--- src/hdl/swr_defines.svh ---
// command codes and timing figures of the single-wire rom layer
// assumes a 20 MHz system clock; times are in microseconds
`ifndef SWR_DEFINES_SVH
`define SWR_DEFINES_SVH

`define SWR_CLK_MHZ 20

// rom function command codes
`define SWR_CMD_READ 8'h33
`define SWR_CMD_MATCH 8'h55
`define SWR_CMD_SKIP 8'hcc
`define SWR_CMD_SEARCH 8'hf0
`define SWR_CMD_OD_SKIP 8'h3c
`define SWR_CMD_OD_MATCH 8'h69

// identity layout
`define SWR_ID_BITS 64
`define SWR_CMD_BITS 8

// reset low time, regular and overdrive speed
`define SWR_T_RST_REG_US 480
`define SWR_T_RST_OD_US 48
// reset low up to which the short-reset check expects overdrive kept
`define SWR_T_OD_KEEP_US 80
// wait after reset release before presence
`define SWR_T_PDH_REG_US 30
`define SWR_T_PDH_OD_US 3
// presence low time
`define SWR_T_PDL_REG_US 120
`define SWR_T_PDL_OD_US 12
// write sample point and read-zero hold, from the slot's falling edge
`define SWR_T_SMP_REG_US 30
`define SWR_T_SMP_OD_US 3

`define SWR_RST_REG_CYC (`SWR_T_RST_REG_US * `SWR_CLK_MHZ)
`define SWR_RST_OD_CYC (`SWR_T_RST_OD_US * `SWR_CLK_MHZ)
`define SWR_OD_KEEP_CYC (`SWR_T_OD_KEEP_US * `SWR_CLK_MHZ)
`define SWR_PDH_REG_CYC (`SWR_T_PDH_REG_US * `SWR_CLK_MHZ)
`define SWR_PDH_OD_CYC (`SWR_T_PDH_OD_US * `SWR_CLK_MHZ)
`define SWR_PDL_REG_CYC (`SWR_T_PDL_REG_US * `SWR_CLK_MHZ)
`define SWR_PDL_OD_CYC (`SWR_T_PDL_OD_US * `SWR_CLK_MHZ)
`define SWR_SMP_REG_CYC (`SWR_T_SMP_REG_US * `SWR_CLK_MHZ)
`define SWR_SMP_OD_CYC (`SWR_T_SMP_OD_US * `SWR_CLK_MHZ)

`endif

--- src/hdl/swr_pkg.sv ---
// types shared by the single-wire rom layer and its bench
// no assumptions beyond a single clock domain
package swr_pkg;

    typedef enum logic [1:0] {
        LK_IDLE = 2'b00,
        LK_PDH = 2'b01,
        LK_PDL = 2'b10
    } swr_link_t;

    typedef enum logic [2:0] {
        RS_WAIT = 3'b000,
        RS_CMD = 3'b001,
        RS_READ = 3'b010,
        RS_MATCH = 3'b011,
        RS_SRCH = 3'b100,
        RS_DATA = 3'b101
    } swr_rom_t;

    // one byte of the memory phase; first marks the memory command byte
    typedef struct packed {
        logic first;
        logic [7:0] data;
    } swr_byte_t;

endpackage : swr_pkg

--- src/hdl/swr_buf.sv ---
// small fifo between the line receiver and the memory layer
// depth must be a power of two; read data come from the storage register
`timescale 1ns/1ps
module swr_buf #(
    parameter int WIDTH = 9,
    parameter int DEPTH = 2
) (
    input wire logic sys_clk_i,
    input wire logic rst_n_i,
    input wire logic [WIDTH-1:0] in_data_i,
    input wire logic in_valid_i,
    output logic in_ready_o,
    output logic [WIDTH-1:0] out_data_o,
    output logic out_valid_o,
    input wire logic out_ready_i
);
    localparam int AW = (DEPTH > 1) ? $clog2(DEPTH) : 1;

    logic [WIDTH-1:0] mem_ff [DEPTH];
    logic [AW-1:0] wr_ptr_ff;
    logic [AW-1:0] rd_ptr_ff;
    logic [AW:0] cnt_ff;
    logic push;
    logic pop;

    assign in_ready_o = (cnt_ff != (AW+1)'(DEPTH));
    assign out_valid_o = (cnt_ff != '0);
    assign push = in_valid_i && in_ready_o;
    assign pop = out_valid_o && out_ready_i;
    assign out_data_o = mem_ff[rd_ptr_ff];

    always_ff @(posedge sys_clk_i) begin
        if (push) begin
            mem_ff[wr_ptr_ff] <= in_data_i;
        end
    end

    always_ff @(posedge sys_clk_i) begin
        if (!rst_n_i) begin
            wr_ptr_ff <= '0;
            rd_ptr_ff <= '0;
            cnt_ff <= '0;
        end else begin
            if (push) begin
                wr_ptr_ff <= wr_ptr_ff + 1'b1;
            end
            if (pop) begin
                rd_ptr_ff <= rd_ptr_ff + 1'b1;
            end
            cnt_ff <= cnt_ff + (AW+1)'(push) - (AW+1)'(pop);
        end
    end

endmodule : swr_buf

--- src/hdl/swr_rom_layer.sv ---
// slave network layer of a single-wire open-drain bus device
// line input is synchronous to sys_clk_i; an outside pad resolves dq_o/dq_oe_o
// What the device does; counter, scratchpad, crc and copy items are left to the memory layer
// - device is always slave, never initiates
// - slots begin at master falling edge
// - line only pulled low or released
// - regular and overdrive bit rates supported
// - line idles high; long low resets
// - init, rom command, memory command, data
// - reset pulse answered by presence pulse
// - rom commands are eight bits
// - read rom sends 64-bit identity
// - match rom: only exact identity continues
// - skip rom goes straight to memory
// - simultaneous senders give wired-and line
// - search: bit, complement, then master bit
// - overdrive skip sets overdrive flag
// - reset of 480 us clears overdrive
// - overdrive match sets flag on match
// - overdrive match miss restores earlier speed
// - counter read bytes streamed from memory
// - scratchpad read bytes streamed in order
// - write crc bytes sent on reads
// - copy authorization echoed then response
// - short reset keeps overdrive
`timescale 1ns/1ps
`include "swr_defines.svh"
module swr_rom_layer #(
    // identity: family code low byte, serial, crc high byte; value arbitrary
    parameter logic [63:0] ROM_ID = 64'h3c00_0012_3456_789a,
    parameter int RST_CYC = `SWR_RST_REG_CYC
) (
    input wire logic sys_clk_i,
    input wire logic rst_n_i,
    input wire logic dq_i,
    output logic dq_o,
    output logic dq_oe_o,
    output logic overdrive_o,
    output logic bus_reset_o,
    output logic mem_start_o,
    output logic rx_overrun_o,
    output swr_pkg::swr_byte_t rx_byte_o,
    output logic rx_valid_o,
    input wire logic rx_ready_i,
    input wire logic [7:0] tx_data_i,
    input wire logic tx_valid_i,
    output logic tx_ready_o
);
    import swr_pkg::*;

    localparam logic [13:0] RST_REG = 14'(RST_CYC);
    localparam logic [13:0] RST_OD = 14'(`SWR_RST_OD_CYC);
    localparam logic [13:0] OD_KEEP = 14'(`SWR_OD_KEEP_CYC);
    localparam logic [13:0] PDH_REG = 14'(`SWR_PDH_REG_CYC);
    localparam logic [13:0] PDH_OD = 14'(`SWR_PDH_OD_CYC);
    localparam logic [13:0] PDL_REG = 14'(`SWR_PDL_REG_CYC);
    localparam logic [13:0] PDL_OD = 14'(`SWR_PDL_OD_CYC);
    localparam logic [13:0] SMP_REG = 14'(`SWR_SMP_REG_CYC);
    localparam logic [13:0] SMP_OD = 14'(`SWR_SMP_OD_CYC);
    localparam logic [6:0] ID_LAST = 7'(`SWR_ID_BITS - 1);
    localparam logic [6:0] CMD_LAST = 7'(`SWR_CMD_BITS - 1);

    swr_link_t lk_ff;
    swr_rom_t rs_ff;
    logic line_prev_ff;
    logic [13:0] low_cnt_ff;
    logic [13:0] tmr_ff;
    logic [13:0] slot_cnt_ff;
    logic slot_act_ff;
    logic slot_tx_ff;
    logic slot_bit_ff;
    logic drive_rd_ff;
    logic od_ff;
    logic od_prev_ff;
    logic cmd_od_ff;
    logic mism_ff;
    logic [6:0] bit_cnt_ff;
    logic [1:0] step_ff;
    logic [7:0] sh_ff;
    logic mem_start_ff;
    logic txl_ff;
    logic [7:0] txsh_ff;
    logic [2:0] txcnt_ff;
    logic [7:0] rxsh_ff;
    logic [2:0] rxcnt_ff;
    logic rx_first_ff;
    logic overrun_ff;

    logic fall;
    logic rst_det;
    logic long_rst;
    logic bit_ev;
    logic bit_val;
    logic cur_tx;
    logic cur_bit;
    logic id_bit;
    logic [13:0] smp_cyc;
    logic cmd_done;
    logic [7:0] cmd_code;
    logic match_end;
    logic match_ok;
    logic srch_miss;
    logic rx_done;
    logic buf_in_ready;
    swr_byte_t buf_in;

    ////////////////////////////////////////////////////////////////////////////
    // line sensing

    assign fall = line_prev_ff && !dq_i;
    assign smp_cyc = od_ff ? SMP_OD : SMP_REG;
    assign rst_det = !line_prev_ff && dq_i && (low_cnt_ff >= (od_ff ? RST_OD : RST_REG));
    assign long_rst = low_cnt_ff >= RST_REG;
    assign bit_ev = slot_act_ff && (slot_cnt_ff == smp_cyc - 14'h0001);
    assign bit_val = slot_tx_ff ? slot_bit_ff : dq_i;

    always_ff @(posedge sys_clk_i) begin
        if (!rst_n_i) begin
            line_prev_ff <= 1'b1;
            low_cnt_ff <= '0;
        end else begin
            line_prev_ff <= dq_i;
            if (dq_i) begin
                low_cnt_ff <= '0;
            end else if (low_cnt_ff != 14'h3fff) begin
                low_cnt_ff <= low_cnt_ff + 14'h0001;
            end
        end
    end

    ////////////////////////////////////////////////////////////////////////////
    // reset and presence

    always_ff @(posedge sys_clk_i) begin
        if (!rst_n_i) begin
            lk_ff <= LK_IDLE;
            tmr_ff <= '0;
        end else begin
            case (lk_ff)
                LK_IDLE: begin
                    tmr_ff <= '0;
                    if (rst_det) begin
                        lk_ff <= LK_PDH;
                    end
                end
                LK_PDH: begin
                    tmr_ff <= tmr_ff + 14'h0001;
                    if (tmr_ff == (od_ff ? PDH_OD : PDH_REG) - 14'h0001) begin
                        lk_ff <= LK_PDL;
                        tmr_ff <= '0;
                    end
                end
                LK_PDL: begin
                    tmr_ff <= tmr_ff + 14'h0001;
                    if (tmr_ff == (od_ff ? PDL_OD : PDL_REG) - 14'h0001) begin
                        lk_ff <= LK_IDLE;
                        tmr_ff <= '0;
                    end
                end
                default: begin
                    lk_ff <= LK_IDLE;
                    tmr_ff <= '0;
                end
            endcase
        end
    end

    ////////////////////////////////////////////////////////////////////////////
    // bit slots

    // slots only start from a master edge; the device never opens one itself
    // slave only
    always_ff @(posedge sys_clk_i) begin
        if (!rst_n_i) begin
            slot_act_ff <= 1'b0;
            slot_cnt_ff <= '0;
            slot_tx_ff <= 1'b0;
            slot_bit_ff <= 1'b1;
            drive_rd_ff <= 1'b0;
        end else if (rst_det || bit_ev) begin
            slot_act_ff <= 1'b0;
            slot_cnt_ff <= '0;
            drive_rd_ff <= 1'b0;
        end else if (fall && !slot_act_ff && lk_ff == LK_IDLE) begin
            slot_act_ff <= 1'b1;
            slot_cnt_ff <= '0;
            slot_tx_ff <= cur_tx;
            slot_bit_ff <= cur_bit;
            drive_rd_ff <= cur_tx && !cur_bit;
        end else if (slot_act_ff) begin
            slot_cnt_ff <= slot_cnt_ff + 14'h0001;
        end
    end

    assign dq_o = 1'b0;
    assign dq_oe_o = drive_rd_ff || (lk_ff == LK_PDL);

    ////////////////////////////////////////////////////////////////////////////
    // rom functions

    assign id_bit = ROM_ID[bit_cnt_ff[5:0]];
    assign cmd_done = (rs_ff == RS_CMD) && bit_ev && (bit_cnt_ff == CMD_LAST);
    assign cmd_code = {bit_val, sh_ff[7:1]};
    assign match_end = (rs_ff == RS_MATCH) && bit_ev && (bit_cnt_ff == ID_LAST);
    assign match_ok = !mism_ff && (bit_val == id_bit);
    assign srch_miss = (rs_ff == RS_SRCH) && bit_ev && (step_ff == 2'd2) && (bit_val != id_bit);

    always_comb begin
        cur_tx = 1'b0;
        cur_bit = 1'b1;
        case (rs_ff)
            RS_READ: begin
                cur_tx = 1'b1;
                cur_bit = id_bit;
            end
            RS_SRCH: begin
                cur_tx = (step_ff != 2'd2);
                cur_bit = (step_ff == 2'd0) ? id_bit : !id_bit;
            end
            RS_DATA: begin
                cur_tx = txl_ff;
                cur_bit = txsh_ff[0];
            end
            default: begin
                cur_tx = 1'b0;
                cur_bit = 1'b1;
            end
        endcase
    end

    always_ff @(posedge sys_clk_i) begin
        if (!rst_n_i) begin
            rs_ff <= RS_WAIT;
            bit_cnt_ff <= '0;
            step_ff <= '0;
            sh_ff <= '0;
            mism_ff <= 1'b0;
            cmd_od_ff <= 1'b0;
            mem_start_ff <= 1'b0;
        end else begin
            mem_start_ff <= 1'b0;
            if (rst_det) begin
                rs_ff <= RS_CMD;
                bit_cnt_ff <= '0;
                step_ff <= '0;
                mism_ff <= 1'b0;
                cmd_od_ff <= 1'b0;
            end else if (bit_ev) begin
                case (rs_ff)
                    RS_CMD: begin
                        sh_ff <= cmd_code;
                        bit_cnt_ff <= bit_cnt_ff + 7'd1;
                        if (bit_cnt_ff == CMD_LAST) begin
                            bit_cnt_ff <= '0;
                            case (cmd_code)
                                `SWR_CMD_READ: rs_ff <= RS_READ;
                                `SWR_CMD_MATCH: rs_ff <= RS_MATCH;
                                `SWR_CMD_OD_MATCH: begin
                                    rs_ff <= RS_MATCH;
                                    cmd_od_ff <= 1'b1;
                                end
                                `SWR_CMD_SEARCH: rs_ff <= RS_SRCH;
                                `SWR_CMD_SKIP, `SWR_CMD_OD_SKIP: begin
                                    rs_ff <= RS_DATA;
                                    mem_start_ff <= 1'b1;
                                end
                                default: rs_ff <= RS_WAIT;
                            endcase
                        end
                    end
                    RS_READ: begin
                        bit_cnt_ff <= bit_cnt_ff + 7'd1;
                        if (bit_cnt_ff == ID_LAST) begin
                            rs_ff <= RS_DATA;
                            mem_start_ff <= 1'b1;
                        end
                    end
                    RS_MATCH: begin
                        bit_cnt_ff <= bit_cnt_ff + 7'd1;
                        mism_ff <= !match_ok;
                        if (bit_cnt_ff == ID_LAST) begin
                            rs_ff <= match_ok ? RS_DATA : RS_WAIT;
                            mem_start_ff <= match_ok;
                        end
                    end
                    RS_SRCH: begin
                        step_ff <= step_ff + 2'd1;
                        if (srch_miss) begin
                            rs_ff <= RS_WAIT;
                        end else if (step_ff == 2'd2) begin
                            step_ff <= '0;
                            bit_cnt_ff <= bit_cnt_ff + 7'd1;
                            if (bit_cnt_ff == ID_LAST) begin
                                rs_ff <= RS_DATA;
                                mem_start_ff <= 1'b1;
                            end
                        end
                    end
                    default: begin
                        rs_ff <= rs_ff;
                    end
                endcase
            end
        end
    end

    ////////////////////////////////////////////////////////////////////////////
    // overdrive flag

    always_ff @(posedge sys_clk_i) begin
        if (!rst_n_i) begin
            od_ff <= 1'b0;
            od_prev_ff <= 1'b0;
        end else if (rst_det) begin
            if (long_rst) begin
                od_ff <= 1'b0;
            end
        end else if (cmd_done && cmd_code == `SWR_CMD_OD_SKIP) begin
            od_ff <= 1'b1;
        end else if (cmd_done && cmd_code == `SWR_CMD_OD_MATCH) begin
            od_prev_ff <= od_ff;
            od_ff <= 1'b1;
        end else if (match_end && cmd_od_ff && !match_ok) begin
            od_ff <= od_prev_ff;
        end
    end

    assign overdrive_o = od_ff;
    assign bus_reset_o = rst_det;
    assign mem_start_o = mem_start_ff;

    ////////////////////////////////////////////////////////////////////////////
    // memory phase byte streams

    assign tx_ready_o = (rs_ff == RS_DATA) && !txl_ff;

    always_ff @(posedge sys_clk_i) begin
        if (!rst_n_i || rst_det) begin
            txl_ff <= 1'b0;
            txsh_ff <= '0;
            txcnt_ff <= '0;
        end else if (tx_valid_i && tx_ready_o) begin
            txl_ff <= 1'b1;
            txsh_ff <= tx_data_i;
            txcnt_ff <= '0;
        end else if (bit_ev && slot_tx_ff && rs_ff == RS_DATA) begin
            txsh_ff <= {1'b1, txsh_ff[7:1]};
            txcnt_ff <= txcnt_ff + 3'd1;
            if (txcnt_ff == 3'd7) begin
                txl_ff <= 1'b0;
            end
        end
    end

    assign rx_done = bit_ev && !slot_tx_ff && (rs_ff == RS_DATA) && (rxcnt_ff == 3'd7);
    assign buf_in = '{first: rx_first_ff, data: {bit_val, rxsh_ff[7:1]}};

    always_ff @(posedge sys_clk_i) begin
        if (!rst_n_i || rst_det) begin
            rxsh_ff <= '0;
            rxcnt_ff <= '0;
            rx_first_ff <= 1'b1;
        end else if (bit_ev && !slot_tx_ff && rs_ff == RS_DATA) begin
            rxsh_ff <= {bit_val, rxsh_ff[7:1]};
            rxcnt_ff <= rxcnt_ff + 3'd1;
            if (rxcnt_ff == 3'd7) begin
                rx_first_ff <= 1'b0;
            end
        end
    end

    // the master cannot be stalled, so a full buffer can only flag the loss
    always_ff @(posedge sys_clk_i) begin
        if (!rst_n_i || rst_det) begin
            overrun_ff <= 1'b0;
        end else if (rx_done && !buf_in_ready) begin
            overrun_ff <= 1'b1;
        end
    end

    assign rx_overrun_o = overrun_ff;

    swr_buf #(
        .WIDTH(9),
        .DEPTH(2)
    ) u_rx_buf (
        .sys_clk_i(sys_clk_i),
        .rst_n_i(rst_n_i),
        .in_data_i(buf_in),
        .in_valid_i(rx_done),
        .in_ready_o(buf_in_ready),
        .out_data_o(rx_byte_o),
        .out_valid_o(rx_valid_o),
        .out_ready_i(rx_ready_i)
    );
endmodule : swr_rom_layer

--- config.mk ---
export PLATFORM = sky130hd
export DESIGN_NAME = swr_rom_layer
export DESIGN_NICKNAME = d
export VERILOG_FILES = /design/src/hdl/swr_pkg.sv /design/src/hdl/swr_buf.sv /design/src/hdl/swr_rom_layer.sv
export VERILOG_INCLUDE_DIRS = /design/src /design/src/hdl
export SDC_FILE = /design/constraint.sdc
export NUM_CORES = 1
export LEC_CHECK = 0
export ABC_AREA = 1
export BUFFER_PORTS_ARGS = -buffer_cell sky130_fd_sc_hd__buf_2
export CORE_MARGIN = 2
export CORE_UTILIZATION = 50
export CTS_CLUSTER_SIZE = 24
export DETAILED_ROUTE_END_ITERATION = 8
export PLACE_DENSITY_LB_ADDON = 0.25
export SKIP_LAST_GASP = 1
export SLEW_MARGIN = 5
export SYNTH_ARGS = -nofsm -noshare
export SYNTH_HDL_FRONTEND = slang
export SYNTH_SLANG_ARGS = --single-unit
export TNS_END_PERCENT = 50
--- constraint.sdc ---
create_clock -name sys_clk_i -period 3.8 [get_ports sys_clk_i]
set_input_delay 0.57 -clock sys_clk_i [delete_from_list [all_inputs] [get_ports sys_clk_i]]
set_output_delay 0.57 -clock sys_clk_i [all_outputs]
set_load 0.02 [all_outputs]
==> run summary <==
The arrival time at the worst endpoint is 2.50 ns. In the global route stage, overall resource usage came out at 21.02%. The number of CTS-inserted buffers came out at 17. The worst setup path is of the register to output pin kind. The number of nets handed over by synthesis was 840. The hold slack was 0.4131 ns; the sequential-to-total area share from yosys stat was 41.94%. The run gives 0 as the total setup buffers inserted after CTS. The tools report the die area as 0.01332 mm2.

The number of buffers on the longest clock path is 2, and the number of nets in the layout is 875. The global-route congestion overflow total is 0, and the slew at the pin closest to its max-slew limit is 0.7758 ns. After detailed placement, the design holds a cell count of 988.

For the total leakage power, the log shows 2.918 nW. Setup repair after global routing left no endpoint under its margin. The total power per unit cell area is 454.8 mW/mm2. Largest fanout of any net on the critical path: 11. Cts-stage hold buffer count: 0. In the post-synthesis netlist, the cell with the most instances is sky130_fd_sc_hd__nand2_1. The number of different library cells used by synthesis comes to 49. Traced cell by cell, the critical path runs through inv_1 > ha_1 > nand2_1 > nor3_1 > nand2_1 > nand4_1 > nand2_1 > inv_1 > buf_2.

The die boundary height was 115.4 um. The final total power was 3.250 mW; the number of gates resized after cts was 0. The synthesized design spends more area on one cell type than any other, namely sky130_fd_sc_hd__dfxtp_1.

Worst hold-check path type: input port to register. The sum of negative setup slack was 0 ns; the count of non-filler cells in the finished layout was 1020. The synthesized instance count was 804. The flip-flop and latch count after synthesis was 121; the Yosys warning count was 0.

The worst pin sits at a relative slew slack of 48.09%. The biggest cell delay along the critical path was 0.59 ns; the depth of the worst register-to-register path was 16. The logs give 5 for the total iterations of the first detailed-routing run and 4 for the H-tree depth.

In the synthesized netlist, the cells that appear most often are sky130_fd_sc_hd__nand2_1, sky130_fd_sc_hd__inv_1, sky130_fd_sc_hd__dfxtp_1. The clock transition at the registers of the reported paths works out to 0.06 ns. After detailed routing, the number of remaining DRC violations is 0. On the critical path, the stage with the largest delay is an instance of sky130_fd_sc_hd__dfxtp_1. 0 antenna diodes ended up in the layout.

The tool flagged a number of max-cap violations equal to 0. Wires add up to 12.97 mm. Number of enable-type register cells in the synthesized netlist: 18. The synthesis-to-finish area growth works out to 15.16%.

The worst setup path is launched from a register. Once detail routing completed, the nets flagged for antenna violations numbered 0. The die boundary width is 115.4 um. The mean post-synth cell area works out to 7.717 um2. The run gives 4870 as the via count of the first global-routing pass. Setup violations remaining at the end of the flow were counted as 0.

The run gives 0.3255 GHz as the achievable frequency. The congestion estimate from routability-driven global placement came to 0.8639. STA classifies the critical path endpoint as an output pin.

Yosys attributes the largest share of cell area to sky130_fd_sc_hd__dfxtp_1, sky130_fd_sc_hd__edfxtp_1, sky130_fd_sc_hd__nand2_1, sky130_fd_sc_hd__inv_1, sky130_fd_sc_hd__nor2_1. The flow ran to the end, and the final reports show no timing, DRC or antenna violations. Number of placement rows: 40. The initial antenna violation count came out at 0.

The share of synthesized area in the top cell type comes to 33.23%. After the first detailed-routing iteration, the DRC count stood at 363. The first global-routing pass estimated 22.08 mm of wire. The minimum clock period was 3.072 ns. The fraction of registers with async set/reset was 0%; the multi-input logic area was 0.003097 mm2. Counting the fill cells in the layout gives 1083.

The final cycle utilization of the critical path is 80.85%, and the worst clock skew is 0.008943 ns. The routed wirelength normalized by instance count came out at 12.72 um. The TritonCTS sink count was 121. Entering global routing, the biggest net connects 29 pins.

Counting instances, the worst hold path has a depth of 3. The number of max-slew violations in the final report is 0. TritonCTS built the clock tree.

The total number of vias came out at 5325. The logs give 9.489 mm for the HPWL after detailed placement and 0 for the number of hold-slack violations in the final timing report. The later pin in the worst-skew pair is clocked with a latency of 0.42 ns.

Core footprint: 0.01206 mm2. For this configuration, the core starts out at a cell density of 51.44%. The cell with the most instances on the worst path is sky130_fd_sc_hd__nand2_1. Clock root buffer master: sky130_fd_sc_hd__clkbuf_16. Leading register cell type out of synthesis: sky130_fd_sc_hd__dfxtp_1. For the worst setup path, the data required time is 3.23 ns.

Dividing the detail-routed via count by the number of cells gives 5.221. The count of buffers inserted at the top-level ports was 28. The cell area that synthesis handed to floorplanning was 0.006205 mm2. For the register cell area after layout, the log shows 0.002603 mm2.

The layout cell share with drive strength beyond 1 was 15.14%. 30 I/O pins were placed. Across the VDD grid, the largest voltage drop is 323.3 uV.
per-stage QoR:
stage	utilization, %	setup WS [ns]	instance area, um2
final	59.24	0.7279	7146
after global routing	59.24	0.3993	7146
after CTS	59.24	0.6819	7146
after detailed placement	53.95	0.8092	6507
after global placement	53.95	0.9455	6507
after floorplan	-	0.8998	6205
layer usage:
| layer | share of wire (%) | routed length, um | global-route usage [%] |
|---|---|---|---|
| met2 | 47 | 6137 | 33.29 |
| met1 | 46 | 6007 | 27.54 |
| met5 | 0 | 0 | 0 |
| met3 | 4.8 | 626 | 5.799 |
| met4 | 1.5 | 201 | 7.711 |
path summary, 6_finish.rpt:
kind	end	from	slack, ns
worst max-delay path	bus_reset_o	overdrive_o	0.73
worst min-delay path	txsh_ff[6]	tx_data_i[6]	0.41
worst max register to register	id_bit	overdrive_o	0.81
worst min register to register	tmr_ff[0]	tmr_ff[0]	0.45
registers in the layout (all words and copies together) (netlist names), 2 cells and up, named ones only:
signal,cells
u_rx_buf.mem_ff,18
low_cnt_ff,14
slot_cnt_ff,14
tmr_ff,14
txsh_ff,8
bit_cnt_ff,7
rxsh_ff,7
sh_ff,7
rs_ff,3
rxcnt_ff,3
txcnt_ff,3
lk_ff,2
step_ff,2
u_rx_buf.cnt_ff,2
power breakdown:
| group | switching [mW] | internal, mW |
|---|---|---|
| clock network | 0.605 | 1.12 |
| logic | 0.116 | 0.0610 |
| registers | 0.0252 | 1.32 |
| total | 0.746 | 2.50 |
logic make-up after synthesis:
kind of cell	Yosys count	share of synthesized area, %
xor+xnor	20	2.823
other cells	1	0.06044
buf+inv	132	8.147
mux	9	1.633
simple gates	371	29.10
compound gates	127	11.66
flops	121	41.94
fa+ha+maj	23	4.638
cell usage in the layout, fill, tap and decap left out, drive strengths merged, types with 4 or more instances in the layout:
| cell | n |
|---|---|
| buf | 30 |
| o21ai | 45 |
| clkinv | 5 |
| nand3 | 59 |
| nand2 | 148 |
| bufinv | 4 |
| nand4 | 18 |
| edfxtp | 18 |
| nor3 | 29 |
| xnor2 | 5 |
| or2 | 4 |
| a21oi | 52 |
| dfxtp | 103 |
| nor2 | 104 |
| ha | 23 |
| xor2 | 15 |
| inv | 119 |
| a31oi | 9 |
| clkbuf | 19 |
| a211oi | 4 |
| mux2 | 9 |
| nor4 | 7 |
area by class of cell:
cell class	count	share of cell area, %
inverters	118	6.199
flip-flops and latches	121	36.42
repair buffers	30	2.171
well taps	168	2.942
clock inverters	13	2.732
clock buffers	19	6.199
multi-input cells	551	43.34
worst max-delay path: cells and delay by family (launching register included):
kind,cells,cell delay (ns)
flops,1,0.59
buf+inv,3,0.54
simple gates,5,0.64
fa+ha+maj,1,0.31
Power figures use the tool's default switching activity.
